[config.mk]
export PLATFORM = sky130hd
export DESIGN_NAME = tsel_trigger
export DESIGN_NICKNAME = d
export VERILOG_FILES = /design/src/include/tsel_pkg.sv /design/src/verilog/tsel_trigger.sv
export VERILOG_INCLUDE_DIRS = /design/src /design/src/include
export SDC_FILE = /design/constraint.sdc
export NUM_CORES = 1
export LEC_CHECK = 0
export BUFFER_PORTS_ARGS = -buffer_cell sky130_fd_sc_hd__buf_2
export CAP_MARGIN = 20
export CORE_UTILIZATION = 40
export CTS_BUF_LIST = sky130_fd_sc_hd__clkbuf_8
export DETAILED_ROUTE_END_ITERATION = 8
export GPL_TIMING_DRIVEN = 0
export PLACE_DENSITY = 0.58
export SETUP_SLACK_MARGIN = 0.5
export SLEW_MARGIN = 0
export SYNTH_ARGS = -nofsm -noshare
export SYNTH_HDL_FRONTEND = slang
export SYNTH_SLANG_ARGS = --single-unit
[constraint.sdc]
create_clock -name clock -period 9.8 [get_ports clock]
set_input_delay 1.96 -clock clock [delete_from_list [all_inputs] [get_ports clock]]
set_output_delay 1.96 -clock clock [all_outputs]
set_load 0.05 [all_outputs]
[src/include/tsel_map.svh]
/*
 * Offsets, field positions, reset values and timing counts of the trigger select block.
 * Assumes a 25 MHz system clock and an APB slave with 32-bit data.
 */
`ifndef TSEL_MAP_SVH
`define TSEL_MAP_SVH

// ----------------------------------------
// Register offsets (byte addresses)
// ----------------------------------------
`define TSEL_CTRL_OFS       12'h000
`define TSEL_INTERVAL_OFS   12'h004
`define TSEL_PORT_A_OFS     12'h008
`define TSEL_PORT_B_OFS     12'h00c
`define TSEL_PULSE_LEN_OFS  12'h010
`define TSEL_PULSE_CMD_OFS  12'h014
`define TSEL_STATUS_OFS     12'h018

// ----------------------------------------
// Field positions
// ----------------------------------------
`define TSEL_CTRL_SRC_LSB   0
`define TSEL_CTRL_SRC_W     4
`define TSEL_CTRL_POL_BIT   4
`define TSEL_CTRL_INP_LSB   8
`define TSEL_PORT_DIR_BIT   0
`define TSEL_PORT_TYPE_LSB  1
`define TSEL_PORT_LVL_BIT   3
`define TSEL_CMD_A_BIT      0
`define TSEL_CMD_B_BIT      1

// ----------------------------------------
// Timing
// ----------------------------------------
`define TSEL_CLK_HZ         25000000
`define TSEL_IVAL_MIN_US    2000
`define TSEL_IVAL_MAX_S     5000
`define TSEL_IVAL_RST_MS    1000
`define TSEL_CYC_PER_US     (`TSEL_CLK_HZ / 1000000)
`define TSEL_CYC_PER_MS     (`TSEL_CLK_HZ / 1000)
`define TSEL_IVAL_MIN_CYC   (`TSEL_IVAL_MIN_US * `TSEL_CYC_PER_US)
`define TSEL_IVAL_MAX_CYC   (64'(`TSEL_IVAL_MAX_S) * 64'(`TSEL_CLK_HZ))
`define TSEL_IVAL_RST_CYC   (`TSEL_IVAL_RST_MS * `TSEL_CYC_PER_MS)
`define TSEL_PULSE_RST      32'h0000_0019

`endif

[src/include/tsel_pkg.sv]
/*
 * Types of the trigger select block.
 * Assumes tsel_map.svh for numeric constants.
 */
package tsel_pkg;

	typedef enum logic [3:0] {
		free_run_source       = 4'h0,
		ext_port_source       = 4'h1,
		bidir_port_a_source   = 4'h2,
		bidir_port_b_source   = 4'h3,
		rf_power_source       = 4'h4,
		if_power_source       = 4'h5,
		iq_magnitude_source   = 4'h6,
		time_interval_source  = 4'h7,
		baseband_power_source = 4'h8,
		power_sensor_source   = 4'h9
	} tsel_src_e;

	typedef enum logic [1:0] {
		rf_input       = 2'h0,
		digital_bb_input = 2'h1,
		analog_bb_input  = 2'h2
	} tsel_input_e;

	typedef enum logic [1:0] {
		device_out    = 2'h0,
		armed_out     = 2'h1,
		user_level_out = 2'h2
	} tsel_otype_e;

	typedef struct packed {
		logic        dir_out;
		tsel_otype_e otype;
		logic        level;
	} tsel_port_cfg_s;

	typedef struct packed {
		logic ext_port;
		logic rf_power;
		logic if_power;
		logic iq_magnitude;
		logic baseband_power;
		logic power_sensor;
	} tsel_cand_s;

endpackage

[src/verilog/tsel_trigger.sv]
/*
 * Trigger source select, edge qualify, time trigger and two bidirectional trigger ports.
 * Assumes an APB master on the same clock; candidate comparator outputs and
 * trigger pins are asynchronous and pass two flip-flops here.
 */
// The address map and the APB register port were decided locally.
`timescale 1ns/1ns
`include "tsel_map.svh"
`default_nettype none

module tsel_trigger
	import tsel_pkg::*;
#(
	parameter int unsigned IVAL_W = 38,
	parameter logic [37:0] IVAL_RST = 38'(`TSEL_IVAL_RST_CYC)
) (
	// System
	input  wire logic        clock,
	input  wire logic        nrst,
	// APB slave
	input  wire logic        psel,
	input  wire logic        penable,
	input  wire logic        pwrite,
	input  wire logic [11:0] paddr,
	input  wire logic [31:0] pwdata,
	output logic      [31:0] prdata,
	output logic             pready,
	output logic             pslverr,
	// Candidate trigger conditions, asynchronous levels
	input  wire tsel_cand_s  cand_in,
	// Capture engine
	input  wire logic        armed_in,
	output logic             trig_pulse,
	// Bidirectional port A
	input  wire logic        port_a_in,
	output logic             port_a_out,
	output logic             port_a_oe_n,
	// Bidirectional port B
	input  wire logic        port_b_in,
	output logic             port_b_out,
	output logic             port_b_oe_n
);

	// ----------------------------------------
	// Input synchronisers
	// ----------------------------------------
	localparam int NS = 8;
	logic [NS-1:0] sync1_reg, sync2_reg, sync_d;
	assign sync_d = {port_b_in, port_a_in, cand_in};

	always_ff @(posedge clock or negedge nrst) begin
		if (!nrst) begin
			sync1_reg <= '0;
			sync2_reg <= '0;
		end else begin
			sync1_reg <= sync_d;
			sync2_reg <= sync1_reg;
		end
	end

	tsel_cand_s cand_s;
	logic       pin_a_s, pin_b_s;
	assign {pin_b_s, pin_a_s, cand_s} = sync2_reg;

	// ----------------------------------------
	// Registers
	// ----------------------------------------
	tsel_src_e        src_reg, src_next;
	logic             pol_falling_reg, pol_falling_next;
	tsel_input_e      inp_reg, inp_next;
	logic [IVAL_W-1:0] ival_reg, ival_next;
	tsel_port_cfg_s   cfg_a_reg, cfg_a_next, cfg_b_reg, cfg_b_next;
	logic [31:0]      plen_reg, plen_next;
	logic             cfg_changed;
	logic             cmd_a, cmd_b;

	logic wr_en, rd_en;
	assign wr_en   = psel && penable && pwrite;
	assign rd_en   = psel && penable && !pwrite;
	assign pready  = 1'b1;

	logic addr_ok;
	always_comb begin
		unique case (paddr)
			`TSEL_CTRL_OFS, `TSEL_INTERVAL_OFS, `TSEL_PORT_A_OFS, `TSEL_PORT_B_OFS,
			`TSEL_PULSE_LEN_OFS, `TSEL_PULSE_CMD_OFS, `TSEL_STATUS_OFS: addr_ok = 1'b1;
			default: addr_ok = 1'b0;
		endcase
	end
	assign pslverr = psel && penable && !addr_ok;

	function automatic tsel_port_cfg_s dec_port(input logic [31:0] d);
		tsel_port_cfg_s c;
		c.dir_out = d[`TSEL_PORT_DIR_BIT];
		c.otype   = tsel_otype_e'(d[`TSEL_PORT_TYPE_LSB +: 2]);
		c.level   = d[`TSEL_PORT_LVL_BIT];
		return c;
	endfunction

	always_comb begin
		src_next         = src_reg;
		pol_falling_next = pol_falling_reg;
		inp_next         = inp_reg;
		ival_next        = ival_reg;
		cfg_a_next       = cfg_a_reg;
		cfg_b_next       = cfg_b_reg;
		plen_next        = plen_reg;
		cmd_a            = 1'b0;
		cmd_b            = 1'b0;
		if (wr_en) begin
			unique case (paddr)
				`TSEL_CTRL_OFS: begin
					// Codes beyond the list fall back to free run
					if (pwdata[`TSEL_CTRL_SRC_LSB +: `TSEL_CTRL_SRC_W] <= 4'h9)
						src_next = tsel_src_e'(pwdata[`TSEL_CTRL_SRC_LSB +: `TSEL_CTRL_SRC_W]);
					else
						src_next = free_run_source;
					pol_falling_next = pwdata[`TSEL_CTRL_POL_BIT];
					inp_next = tsel_input_e'(pwdata[`TSEL_CTRL_INP_LSB +: 2]);
				end
				`TSEL_INTERVAL_OFS: begin
					// Clamp up to the minimum legal interval; no upper limit is applied
					if (64'(pwdata) < 64'(`TSEL_IVAL_MIN_CYC))
						ival_next = IVAL_W'(`TSEL_IVAL_MIN_CYC);
					else
						ival_next = IVAL_W'(pwdata);
				end
				`TSEL_PORT_A_OFS:    cfg_a_next = dec_port(pwdata);
				`TSEL_PORT_B_OFS:    cfg_b_next = dec_port(pwdata);
				`TSEL_PULSE_LEN_OFS: plen_next  = (pwdata == 32'h0) ? 32'h1 : pwdata;
				`TSEL_PULSE_CMD_OFS: begin
					cmd_a = pwdata[`TSEL_CMD_A_BIT];
					cmd_b = pwdata[`TSEL_CMD_B_BIT];
				end
				default: ;
			endcase
		end
	end

	assign cfg_changed = (src_next != src_reg) || (pol_falling_next != pol_falling_reg) ||
		(inp_next != inp_reg) || (cfg_a_next.dir_out != cfg_a_reg.dir_out) ||
		(cfg_b_next.dir_out != cfg_b_reg.dir_out);

	always_ff @(posedge clock or negedge nrst) begin
		if (!nrst) begin
			src_reg         <= free_run_source;
			pol_falling_reg <= 1'b0;
			inp_reg         <= rf_input;
			ival_reg        <= IVAL_W'(IVAL_RST);
			cfg_a_reg       <= '{dir_out: 1'b0, otype: device_out, level: 1'b0};
			cfg_b_reg       <= '{dir_out: 1'b0, otype: device_out, level: 1'b0};
			plen_reg        <= `TSEL_PULSE_RST;
		end else begin
			src_reg         <= src_next;
			pol_falling_reg <= pol_falling_next;
			inp_reg         <= inp_next;
			ival_reg        <= ival_next;
			cfg_a_reg       <= cfg_a_next;
			cfg_b_reg       <= cfg_b_next;
			plen_reg        <= plen_next;
		end
	end

	// ----------------------------------------
	// Source select and edge qualify
	// ----------------------------------------
	logic raw_level, src_avail;
	logic is_bb;
	assign is_bb = (inp_reg != rf_input);

	always_comb begin
		raw_level = 1'b0;
		src_avail = 1'b1;
		unique case (src_reg)
			free_run_source:       raw_level = 1'b0;
			ext_port_source:       raw_level = cand_s.ext_port;
			// Port only counts as a source while set to input
			bidir_port_a_source: begin
				raw_level = pin_a_s;
				src_avail = !cfg_a_reg.dir_out;
			end
			bidir_port_b_source: begin
				raw_level = pin_b_s;
				src_avail = !cfg_b_reg.dir_out;
			end
			rf_power_source: begin
				raw_level = cand_s.rf_power;
				src_avail = !is_bb;
			end
			if_power_source: begin
				// Analog baseband reinterprets as baseband power
				raw_level = (inp_reg == analog_bb_input) ? cand_s.baseband_power
				                                          : cand_s.if_power;
				src_avail = (inp_reg != digital_bb_input);
			end
			iq_magnitude_source: begin
				raw_level = cand_s.iq_magnitude;
				src_avail = !is_bb;
			end
			time_interval_source:  raw_level = 1'b0;
			baseband_power_source: raw_level = cand_s.baseband_power;
			power_sensor_source:   raw_level = cand_s.power_sensor;
			default:               src_avail = 1'b0;
		endcase
	end

	// Edge history restarts after a switch so stale level is not an edge
	logic prev_reg, prev_next, hist_ok_reg, hist_ok_next;
	always_comb begin
		prev_next    = raw_level;
		hist_ok_next = !cfg_changed;
	end

	always_ff @(posedge clock or negedge nrst) begin
		if (!nrst) begin
			prev_reg    <= 1'b0;
			hist_ok_reg <= 1'b0;
		end else begin
			prev_reg    <= prev_next;
			hist_ok_reg <= hist_ok_next;
		end
	end

	logic edge_hit;
	assign edge_hit = hist_ok_reg && src_avail && !cfg_changed &&
		(pol_falling_reg ? (prev_reg && !raw_level) : (!prev_reg && raw_level));

	// ----------------------------------------
	// Time trigger
	// ----------------------------------------
	logic [IVAL_W-1:0] tcnt_reg, tcnt_next;
	logic              time_hit;
	always_comb begin
		time_hit  = 1'b0;
		tcnt_next = '0;
		if (src_reg == time_interval_source && !cfg_changed) begin
			if (tcnt_reg >= ival_reg - IVAL_W'(1)) begin
				time_hit  = 1'b1;
				tcnt_next = '0;
			end else begin
				tcnt_next = tcnt_reg + IVAL_W'(1);
			end
		end
	end

	always_ff @(posedge clock or negedge nrst) begin
		if (!nrst)
			tcnt_reg <= '0;
		else
			tcnt_reg <= tcnt_next;
	end

	// ----------------------------------------
	// Trigger pulse and port outputs
	// ----------------------------------------
	logic        trig_next;
	logic [31:0] pcnt_a_reg, pcnt_a_next, pcnt_b_reg, pcnt_b_next;
	logic        out_a_next, out_b_next;

	assign trig_next = (src_reg == time_interval_source) ? time_hit : edge_hit;

	function automatic logic port_val(input tsel_port_cfg_s c, input logic trg, input logic arm,
	                                  input logic pulse);
		logic v;
		unique case (c.otype)
			device_out:     v = trg;
			armed_out:      v = arm;
			user_level_out: v = c.level;
			default:        v = 1'b0;
		endcase
		return v | pulse;
	endfunction

	always_comb begin
		pcnt_a_next = (pcnt_a_reg != 32'h0) ? pcnt_a_reg - 32'h1 : 32'h0;
		pcnt_b_next = (pcnt_b_reg != 32'h0) ? pcnt_b_reg - 32'h1 : 32'h0;
		if (cmd_a)
			pcnt_a_next = plen_reg;
		if (cmd_b)
			pcnt_b_next = plen_reg;
		out_a_next = port_val(cfg_a_reg, trig_next, armed_in, pcnt_a_reg != 32'h0);
		out_b_next = port_val(cfg_b_reg, trig_next, armed_in, pcnt_b_reg != 32'h0);
	end

	always_ff @(posedge clock or negedge nrst) begin
		if (!nrst) begin
			trig_pulse <= 1'b0;
			pcnt_a_reg <= '0;
			pcnt_b_reg <= '0;
			port_a_out <= 1'b0;
			port_b_out <= 1'b0;
		end else begin
			trig_pulse <= trig_next;
			pcnt_a_reg <= pcnt_a_next;
			pcnt_b_reg <= pcnt_b_next;
			port_a_out <= out_a_next;
			port_b_out <= out_b_next;
		end
	end

	assign port_a_oe_n = !cfg_a_reg.dir_out;
	assign port_b_oe_n = !cfg_b_reg.dir_out;

	// ----------------------------------------
	// Read data
	// ----------------------------------------
	always_comb begin
		prdata = 32'h0;
		if (rd_en) begin
			unique case (paddr)
				`TSEL_CTRL_OFS: prdata = {22'h0, inp_reg, 3'h0, pol_falling_reg, src_reg};
				`TSEL_INTERVAL_OFS: prdata = 32'(ival_reg);
				`TSEL_PORT_A_OFS: prdata = {28'h0, cfg_a_reg.level, cfg_a_reg.otype,
				                            cfg_a_reg.dir_out};
				`TSEL_PORT_B_OFS: prdata = {28'h0, cfg_b_reg.level, cfg_b_reg.otype,
				                            cfg_b_reg.dir_out};
				`TSEL_PULSE_LEN_OFS: prdata = plen_reg;
				`TSEL_STATUS_OFS: prdata = {27'h0, pcnt_b_reg != 32'h0, pcnt_a_reg != 32'h0,
				                            pin_b_s, pin_a_s, src_avail};
				default: prdata = 32'h0;
			endcase
		end
	end

endmodule

`default_nettype wire
==> qor.yml, run 1 <==
maxSlewHeadroom: 0.356
postSynthRegisterBits: 202
numCtsBuffers: 39
drtAntennaViolNets: 0
detail_route.iter0.violations: 674
flip_flop_count_of_the_largest_register_all_copies_and_words_added: 38
final_cell_area_sq_um: 13400
period_needed_ns: 6.62
synth_area_per_cell_sq_um: 9.39
worst_setup_path_end_kind: "output pin"
place_area_sq_um: 12500
power_density_nw_per_um2: 144
route.final.wire_length_um: 32200
worst_ep_arrival_time_ns: 4.66
gpl.final_weighted_congestion: 0.929
fin_nets: 1466
synth-main-ff-cell: "sky130_fd_sc_hd__dfrtp_1"
leakage_dissipation_uw: 0.00551
hold_class: "reg -> reg"
max_clock_freq_mhz: 151
crit_type: "in -> out"
clkLatencyLatePin_ns: 0.55
maxSlewViolCount: 0
clock_tree.buffer_depth: 3
rsz0062_at_grt: "no"
cts_setup_buffers: 0
drt-pass1-iter-count: 6
cts_root_buffer: "sky130_fd_sc_hd__clkbuf_8"
outcome: "finished clean"
grt-ovfl-total: 0
yosys_warning_total: 0
dieArea_sq_um: 29600
reg2reg_from: "ival_reg[2]"
die_w_um: 172
ctsResizeCount: 0
report.final.setup_viol: 0
timing.critical_path.to: "prdata[14]"
clk_pin_slew_ns: 0.05
design.portCount: 97
tritoncts_num_sinks: 202
antenna_found_initial: 1
vias_in_the_first_global_route: 9345
async_flop_share: 1.00
num-fill-cells: 2787
route.detailed.vias_per_inst: 5.49
final_layout_size_suffix_gt1_frac: 0.177
io_buffer_count: 93
synth_cells: 1231
wire_per_inst_um: 18.2
cp.required_ns: 7.84
multi_input_logic_area_sq_um: 6170
critPathMaxFanout: 10
drc: 0
grt_first_pass_wirelength_um: 50700
cts_tree: "built"
startpoint_type: "input port"
core_area_sq_um: 28100
initial_utilization: 0.411
vdd.ir_drop.worst_mv: 0.117
rr_endpoint: "tcnt_reg[22]"
pin_count_of_the_biggest_net_entering_global_routing: 121
ff2ff_path_depth: 16
htree_levels: 2
syn-cell-area_sq_um: 11600
vias: 9743
dieHeight_um: 172
finalHoldViolations: 0
worstSetupStartpoint: "paddr[5]"
seqCellArea_sq_um: 5070
min_period_over_period: 0.675
finClkSkew_ns: 0.0309
floorplan.rows: 61
final.setup.tns_ns: 0
hpwl_um: 24000
worst_slew_pin_slew_ns: 0.959
areaGrowthSynthToFinish_pct: 15.8
synth-edff-count: 0
final_util: 0.476
reg2reg_setup_slack_ns: 4.50
cap_violations: 0
seq_total_area_yosys: 0.439
grt_util_all_layers: 0.222
synth.net_count: 1331
ctsHoldBuffers: 0
ys_types: 70
[where the power goes]
group          internal (uW)  total [uW]  switching (uW)
combinational           50.4         120            69.2
clock                    524         911             387
sequential               867         901            33.6
[critical path, cell delays in order]
cell	delay, ns
sky130_fd_sc_hd__buf_2	0.09
sky130_fd_sc_hd__nor3_1	0.27
sky130_fd_sc_hd__nor2b_1	0.45
sky130_fd_sc_hd__and3_1	0.24
sky130_fd_sc_hd__clkbuf_1	0.44
sky130_fd_sc_hd__buf_1	0.41
sky130_fd_sc_hd__a22oi_1	0.16
sky130_fd_sc_hd__nor2_1	0.28
sky130_fd_sc_hd__buf_2	0.33
[routing by layer]
metal	vias to the layer above	GRT usage	wire, um	share of wire
li1	4641	-	-	-
met2	336	0.333	13900	0.43
met5	-	0	0	0
met4	0	0.0654	741	0.023
met3	56	0.0467	2310	0.072
met1	4710	0.320	15300	0.47
[synthesized netlist by cell type, types with 14 or more instances]
library cell / count / area, sq um
sky130_fd_sc_hd__a21oi_1: 29 / 145
sky130_fd_sc_hd__a22oi_1: 27 / 203
sky130_fd_sc_hd__clkbuf_1: 40 / 150
sky130_fd_sc_hd__dfrtp_1: 187 / 4680
sky130_fd_sc_hd__dfstp_2: 15 / 394
sky130_fd_sc_hd__ha_1: 42 / 526
sky130_fd_sc_hd__inv_1: 18 / 67.6
sky130_fd_sc_hd__mux2_2: 44 / 495
sky130_fd_sc_hd__nand2_1: 186 / 698
sky130_fd_sc_hd__nand2b_1: 14 / 87.6
sky130_fd_sc_hd__nand3_1: 28 / 140
sky130_fd_sc_hd__nand4_1: 20 / 125
sky130_fd_sc_hd__nor2_1: 136 / 510
sky130_fd_sc_hd__nor3_1: 40 / 200
sky130_fd_sc_hd__nor4_1: 26 / 163
sky130_fd_sc_hd__o21ai_0: 45 / 225
sky130_fd_sc_hd__o31ai_1: 36 / 270
sky130_fd_sc_hd__xnor2_1: 64 / 561
sky130_fd_sc_hd__xor2_1: 53 / 464
[stage by stage]
| stage | hold slack [ns] | std cells | setup slack, ns | total power, uW |
|---|---|---|---|---|
| 2_1_floorplan | 0.331 | 1231 | 3.57 | 975 |
| 3_3_place_gp | 0.332 | 1702 | 3.19 | 1030 |
| 3_5_place_dp | 0.335 | 1703 | 3.26 | 1030 |
| 4_1_cts | 0.347 | 1774 | 3.27 | 1950 |
| 5_1_grt | 0.350 | 1774 | 2.95 | 2010 |
| 6_report | 0.346 | 1775 | 3.18 | 1930 |
[worst min path at each step]
| stage | startpoint | slack (ns) | endpoint | cells past startpoint |
|---|---|---|---|---|
| finish | sync1_reg[5] | 0.35 | sync2_reg[5] | 0 |
| global route | sync1_reg[1] | 0.35 | sync2_reg[1] | 0 |
| CTS | sync1_reg[5] | 0.35 | sync2_reg[5] | 0 |
| detailed placement | sync1_reg[0] | 0.33 | sync2_reg[0] | 0 |
| global placement | sync1_reg[1] | 0.33 | sync2_reg[1] | 0 |
| floorplan | sync1_reg[0] | 0.33 | sync2_reg[0] | 0 |
[area by class of cell]
class / count / area share
diodes: 1 / 0.000187
plain buffers: 59 / 0.0189
clock buffers: 48 / 0.0494
clock inverters: 23 / 0.0136
inverters: 18 / 0.00505
multi-input cells: 952 / 0.461
flip-flops and latches: 202 / 0.379
well taps: 378 / 0.0353
repair buffers: 94 / 0.0376
[cells by family (layout without fill, tap and decap cells)]
logic type                 after synthesis  in the layout  share of synthesized area
DFF                                    202            202                      0.439
and+or+nand+nor                        539            539                      0.230
AOI/OAI and AO/OA                      197            197                      0.116
other                                    1              2                   0.000325
xor gates and xnor gates               117            117                     0.0887
adders and majority gates               42             42                     0.0455
buffers and inverters                   77            242                     0.0277
muxes                                   56             56                     0.0533
[cells in the final DEF (no fill, tap or decap), drive strengths merged, types with 31 or more instances in the layout]
cell	instances
xnor2	64
clkbuf	88
buf	113
inv	31
nor4	31
mux2	44
o21ai	46
nand2	187
o31ai	36
xor2	53
dfrtp	187
nor2	137
ha	42
nor3	46
Power figures use the tool's default switching activity.
==> run 2, diff against run 1 <==
--- a/config.mk
+++ b/config.mk
@@ -6,13 +6,14 @@
 export SDC_FILE = /design/constraint.sdc
 export NUM_CORES = 1
 export LEC_CHECK = 0
+export ABC_AREA = 1
 export BUFFER_PORTS_ARGS = -buffer_cell sky130_fd_sc_hd__buf_2
 export CAP_MARGIN = 20
 export CORE_UTILIZATION = 40
 export CTS_BUF_LIST = sky130_fd_sc_hd__clkbuf_8
 export DETAILED_ROUTE_END_ITERATION = 8
 export GPL_TIMING_DRIVEN = 0
-export PLACE_DENSITY = 0.58
+export PLACE_DENSITY = 0.6
 export SETUP_SLACK_MARGIN = 0.5
 export SLEW_MARGIN = 0
 export SYNTH_ARGS = -nofsm -noshare
==> constraint.sdc (replaced) <==
create_clock -name clock -period 5.8 [get_ports clock]
set_input_delay 1.16 -clock clock [delete_from_list [all_inputs] [get_ports clock]]
set_output_delay 1.16 -clock clock [all_outputs]
set_load 0.05 [all_outputs]
==> qor.yml, run 2 <==
outcome: "finished clean"
place_area_sq_um: 13800  # +9.7%
hold_class: "reg -> reg"
synth-main-ff-cell: "sky130_fd_sc_hd__dfrtp_1"
startpoint_type: "input port"
syn-cell-area_sq_um: 12700  # +10%
num_antenna_cells: 0  # -1
gpl.final_weighted_congestion: 0.945  # +1.8%
initial_utilization: 0.411  # about the same
route.final.wire_length_um: 39300  # +22%
final.setup.tns_ns: 0  # unchanged
leading_cell_type_in_the_layout_fill_and_taps_excluded: "sky130_fd_sc_hd__nand2_1"
ctsHoldBuffers: 0  # unchanged
worst_slew_pin_slew_ns: 0.816  # -0.143 ns
ys_types: 51  # -27%
period_needed_ns: 4.84
synth_cells: 1698  # +38%
critPathMaxFanout: 10  # unchanged
fin_nets: 1936  # +32%
drtAntennaViolNets: 0  # unchanged
floorplan.rows: 64  # +4.9%
synth_area_per_cell_sq_um: 7.51  # -20%
seq_total_area_yosys: 0.398  # -0.0410
final_layout_size_suffix_gt1_frac: 0.135  # -0.0418
preCtsSetupSlack_ns: 0.950  # -2.31 ns
dieHeight_um: 181  # +5.0%
tritoncts_num_sinks: 202  # unchanged
drc: 0  # unchanged
clkLatencyLatePin_ns: 0.54  # about the same
synth_top_cell_area_share: 0.367  # -0.0378
detail_route.iter0.violations: 907  # +35%
wire_per_inst_um: 17.4  # -4.3%
final_cell_mix: "sky130_fd_sc_hd__nand2_1 (342), sky130_fd_sc_hd__inv_1 (236), sky130_fd_sc_hd__nor2_1 (204)"
hold_ws_ns: 0.346  # +0.000173 ns
clk_pin_slew_ns: 0.05  # about the same
async_flop_share: 1.00  # unchanged
vdd.ir_drop.worst_mv: 0.174  # +49%
synth-edff-count: 0  # unchanged
leakage_dissipation_uw: 0.00666  # +21%
areaGrowthSynthToFinish_pct: 14.2
power_density_nw_per_um2: 249  # +73%
post-route-worst-setup-slack_ns: 0.958  # -2.23 ns
numCtsBuffers: 40  # +2.6%
synth_most_common_cell: "sky130_fd_sc_hd__nand2_1"
postSynthRegisterBits: 202  # unchanged
design.portCount: 97  # unchanged
post_synth_most_frequent_cells: "sky130_fd_sc_hd__nand2_1 (342), sky130_fd_sc_hd__inv_1 (221), sky130_fd_sc_hd__nor2_1 (204), sky130_fd_sc_hd__dfrtp_1 (187), sky130_fd_sc_hd__o21ai_0 (108)"
crit_type: "in -> out"
core_area_sq_um: 31000  # +10%
dieArea_sq_um: 32600  # +10%
final_cell_area_sq_um: 14600  # +8.7%
cap_violations: 0  # unchanged
hpwl_um: 30400  # +27%
flip_flop_count_of_the_largest_register_all_copies_and_words_added: 38  # unchanged
htree_levels: 2  # unchanged
rsz0062_at_grt: "no"
antenna_found_initial: 0  # -1
finClkSkew_ns: 0.0181  # -0.0128 ns
finalHoldViolations: 0  # unchanged
report.final.setup_viol: 0  # unchanged
timing.critical_path.slowest_stage_cell: "sky130_fd_sc_hd__clkbuf_1"
route.detailed.vias_per_inst: 5.28  # -3.7%
cts_tree: "built"
cts_root_buffer: "sky130_fd_sc_hd__clkbuf_8"
synth.net_count: 1798  # +35%
ff2ff_path_depth: 23  # +7
worst_ep_arrival_time_ns: 3.68  # -0.98 ns
io_buffer_count: 95  # +2.2%
worst_setup_path_end_kind: "output pin"
place.detailed.instances: 2190  # +29%
max_clock_freq_mhz: 207
cp.required_ns: 4.64  # -3.20 ns
ys_top_cells_by_area: "sky130_fd_sc_hd__dfrtp_1 (37%), sky130_fd_sc_hd__nand2_1 (10%), sky130_fd_sc_hd__inv_1 (6.5%), sky130_fd_sc_hd__nor2_1 (6.0%), sky130_fd_sc_hd__xor2_1 (4.9%)"
timing.hold.worst_path_depth: 0  # unchanged
maxSlewHeadroom: 0.456  # +0.100
vias: 11900  # +23%
drt-pass1-iter-count: 7  # +1
clock_tree.buffer_depth: 3  # unchanged
pin_count_of_the_biggest_net_entering_global_routing: 104  # -14%
min_period_over_period: 0.835
layout.cells.non_filler: 2261  # +27%
grt_first_pass_wirelength_um: 62700  # +24%
yosys_warning_total: 0  # unchanged
timing.critical_path.cells: "buf_2 > nor2_1 > nand2_1 > nor2_1 > nand2_1 > nand2_1 > nor3_1 > nor2_1 > clkinv_1 > clkbuf_1 > a21oi_1 > buf_2"
synth.largest_area_cell: "sky130_fd_sc_hd__dfrtp_1"
grt_util_all_layers: 0.244  # +0.0222
die_w_um: 181  # +5.0%
maxSlewViolCount: 0  # unchanged
vias_in_the_first_global_route: 11500  # +23%
grt-ovfl-total: 0  # unchanged
cpPeakStageDelay_ns: 0.42  # -0.03 ns
[run 2: cell types whose count changed in the layout (fill, tap and decap cells not counted), sizes merged, moves of 28 or more]
cell,change
nand3,+57
nand4,+28
inv,+214
nor2,+82
a21oi,+38
nor3,+57
o31ai,-32
mux2,-44
o22ai,+47
xnor2,-36
nand2,+159
o21ai,+67
[run 2: worst max-delay path: cells and delay by family]
kind                   cells  cell delay, ns
buffers and inverters      4            1.14
AND/OR/NAND/NOR            7            1.09
AO/OA/AOI/OAI              1            0.30
[run 2: metal layers]
metal	GRT usage	routed length [um]	up-vias
met5	0	0	-
met2	0.377	17200	356
li1	-	-	5854
met3	0.0428	2470	56
met4	0.0674	924	0
met1	0.351	18700	5682
[run 2: stage by stage]
step                total power, uW   util
floorplan                      2020      -
global placement               2170  0.443
detailed placement             2190  0.444
CTS                            3650  0.470
global route                   3820  0.470
finish                         3620  0.470
[run 2: cell type report]
type / count / area (sq um)
inverter: 232 / 871
sequential: 202 / 5070
tap: 396 / 495
fill: 3135 / 16400
timing repair buffer: 96 / 513
clock inverter: 22 / 120
buffer: 41 / 211
multi-input combinational: 1223 / 6590
clock buffer: 49 / 674
[run 2: what timing repair did]
action                                  in CTS  in global routing
endpoints found under the setup margin       0                 20
setup buffers                                0                  0
gates resized for setup                      0                  3
[run 2: final timing paths]
path / end / slack (ns) / start
setup reg to reg: tcnt_reg[25] / 1.15 / ival_reg[0]
setup / recovery: prdata[30] / 0.96 / paddr[9]
min in group asynchronous: pol_falling_reg / 0.66 / nrst
hold / removal: sync2_reg[7] / 0.35 / sync1_reg[7]
hold reg to reg: sync2_reg[7] / 0.35 / sync1_reg[7]
max in group asynchronous: pcnt_b_reg[25] / 4.15 / nrst
[run 2: kinds of logic (layout without fill, tap and decap cells)]
family	Yosys count	after routing	share of synthesized area
compound gates	251	251	0.109
xor+xnor	100	100	0.0687
fa+ha+maj	42	42	0.0412
buf+inv	273	440	0.0847
flops	202	202	0.398
other cells	1	1	0.000294
simple gates	829	829	0.298
[run 2: report_power, final]
part | switching, uW | leakage (uW) | internal [uW]
sequential | 126 | 0.00250 | 1540
clock | 646 | 0.000470 | 806
combinational | 308 | 0.00368 | 198
==> run 3, diff against run 2 <==
==> constraint.sdc (replaced) <==
create_clock -name clock -period 4.4 [get_ports clock]
set_input_delay 0.88 -clock clock [delete_from_list [all_inputs] [get_ports clock]]
set_output_delay 0.88 -clock clock [all_outputs]
set_load 0.05 [all_outputs]
==> qor.yml, run 3 (same netlist as run 2, synthesis figures left out) <==
total_power_uw: 4780  # +32%
grt_first_pass_wirelength_um: 63000  # +0.45%
grt_util_all_layers: 0.246  # +0.00110
htree_levels: 2  # unchanged
timing.critical_path.buf_inv: 4  # unchanged
clk_pin_slew_ns: 0.05  # about the same
vdd.ir_drop.worst_mv: 0.230  # +32%
route.detailed.vias_per_inst: 5.33  # +0.79%
timing.critical_path.cells: "buf_2 > nor2_2 > nand2_4 > nor2_2 > nand2_2 > clkinv_1 > clkbuf_1 > nand2_1 > a21oi_1 > buf_4"
areaGrowthSynthToFinish_pct: 17.4
max_clock_freq_mhz: 265
drtAntennaViolNets: 0  # unchanged
clock_tree.buffer_depth: 3  # unchanged
numCtsBuffers: 40  # unchanged
final_cell_mix: "sky130_fd_sc_hd__nand2_1 (333), sky130_fd_sc_hd__inv_1 (233), sky130_fd_sc_hd__nor2_1 (192)"
power_density_nw_per_um2: 320  # +28%
cap_violations: 0  # unchanged
dieArea_sq_um: 32600  # unchanged
wire_per_inst_um: 17.4  # +0.15%
cpPeakStageDelay_ns: 0.40  # -0.02 ns
worst_slew_pin_slew_ns: 0.806  # -0.0101 ns
cts_root_buffer: "sky130_fd_sc_hd__clkbuf_8"
report.final.setup_viol: 0  # unchanged
antenna_found_initial: 0  # unchanged
design.portCount: 97  # unchanged
clkLatencyLatePin_ns: 0.54  # about the same
vias_in_the_first_global_route: 11500  # +0.59%
worst_setup_path_end_kind: "output pin"
final.setup.tns_ns: 0  # unchanged
final_util: 0.483  # +0.0134
finalHoldViolations: 0  # unchanged
gpl.final_weighted_congestion: 0.945  # unchanged
flip_flop_count_of_the_largest_register_all_copies_and_words_added: 38  # unchanged
num_antenna_cells: 0  # unchanged
route.final.wire_length_um: 39700  # +1.1%
leakage_dissipation_uw: 0.00679  # +2.0%
drt-pass1-iter-count: 5  # -2
pin_count_of_the_biggest_net_entering_global_routing: 104  # unchanged
cp_top_family: "buffers and inverters"
startpoint_type: "input port"
critPathMaxFanout: 10  # unchanged
crit_path_frequent_cell: "sky130_fd_sc_hd__nor2_2"
vias: 12200  # +1.7%
io_buffer_count: 95  # unchanged
outcome: "finished clean"
die_w_um: 181  # unchanged
hold_class: "reg -> reg"
tritoncts_num_sinks: 202  # unchanged
min_period_over_period: 0.859
finClkSkew_ns: 0.0190  # +0.000870 ns
period_needed_ns: 3.78
dieHeight_um: 181  # unchanged
grt-ovfl-total: 0  # unchanged
core_area_sq_um: 31000  # unchanged
cp.required_ns: 3.52  # -1.12 ns
drc: 0  # unchanged
leading_cell_type_in_the_layout_fill_and_taps_excluded: "sky130_fd_sc_hd__nand2_1"
rsz0062_at_grt: "yes"
floorplan.rows: 64  # unchanged
cts_tree: "built"
detail_route.iter0.violations: 1073  # +18%
maxSlewHeadroom: 0.463  # +0.00670
crit_type: "in -> out"
hpwl_um: 30400  # unchanged
initial_utilization: 0.411  # unchanged
worst_ep_arrival_time_ns: 2.90  # -0.78 ns
maxSlewViolCount: 0  # unchanged
final_layout_size_suffix_gt1_frac: 0.172  # +0.0372
fin_nets: 1957  # +1.1%
timing.critical_path.slowest_stage_cell: "sky130_fd_sc_hd__clkbuf_1"
==> run 3: cell count changes in the layout (fill, tap and decap cells not counted), moves of 4 or more <==
cell,previous run,this run
sky130_fd_sc_hd__a21oi_1,67,54
sky130_fd_sc_hd__a21oi_2,0,13
sky130_fd_sc_hd__buf_2,102,84
sky130_fd_sc_hd__buf_4,2,41
sky130_fd_sc_hd__clkbuf_1,25,19
sky130_fd_sc_hd__clkbuf_4,0,5
sky130_fd_sc_hd__nand2_1,342,333
sky130_fd_sc_hd__nand2_2,2,11
sky130_fd_sc_hd__nor2_1,204,192
sky130_fd_sc_hd__nor2_2,12,20
sky130_fd_sc_hd__nor2_4,3,7
==> run 3: final timing paths <==
path | slack [ns] | endpoint | depth (start not counted) | from
min in group asynchronous | 0.39 | pol_falling_reg | 1 | nrst
max | 0.62 | prdata[30] | 10 | paddr[7]
min | 0.35 | sync2_reg[7] | 0 | sync1_reg[7]
max reg2reg | 0.79 | port_a_out | 21 | ival_reg[1]
min reg2reg | 0.35 | sync2_reg[7] | 0 | sync1_reg[7]
max in group asynchronous | 3.02 | plen_reg[27] | 2 | nrst
==> run 3: layout make-up <==
| type | instances | area (sq um) |
|---|---|---|
| clock inverter | 22 | 120 |
| inverter | 232 | 885 |
| buffer | 41 | 238 |
| clock buffer | 49 | 674 |
| timing repair buffer | 117 | 716 |
| fill | 3099 | 16000 |
| sequential | 202 | 5070 |
| multi-input combinational | 1223 | 6760 |
| tap | 396 | 495 |
==> run 3: worst register-to-register path, delay by kind of cell, from the launching register on <==
family                     cells  cell delay [ns]
DFF                            1             0.42
buffers and inverters          1             0.20
AOI/OAI and AO/OA              1             0.17
adders and majority gates      1             0.32
and+or+nand+nor               17             2.20
xor gates and xnor gates       1             0.17
==> run 3: what timing repair did <==
item / in CTS / in global routing
buffers inserted: 10 / 11
pin swaps: 10 / 21
gates resized for setup: 40 / 53
cloned: 0 / 0
endpoints found under the setup margin: 64 / 69
hold buffers: 0 / 0
==> run 3: metrics by stage <==
step | hold slack, ns | instance area (sq um) | cells | setup WS (ns)
3_5_place_dp | 0.335 | 13800 | 2190 | -0.450
4_1_cts | 0.347 | 14700 | 2271 | 0.417
6_report | 0.346 | 15000 | 2282 | 0.622
2_1_floorplan | 0.331 | 12700 | 1698 | 0.649
5_1_grt | 0.352 | 15000 | 2282 | 0.426
3_3_place_gp | 0.333 | 13700 | 2189 | -1.22
==> run 3: report_power, final <==
group / leakage [uW] / switching, uW / internal, uW
logic: 0.00382 / 410 / 262
clock network: 0.000470 / 852 / 1060
registers: 0.00250 / 166 / 2030
total: 0.00679 / 1430 / 3360
==> run 3: metal layers <==
layer	global-route usage	share of wire
met5	0	0
met4	0.0674	0.023
met3	0.0430	0.068
met2	0.380	0.44
met1	0.352	0.47
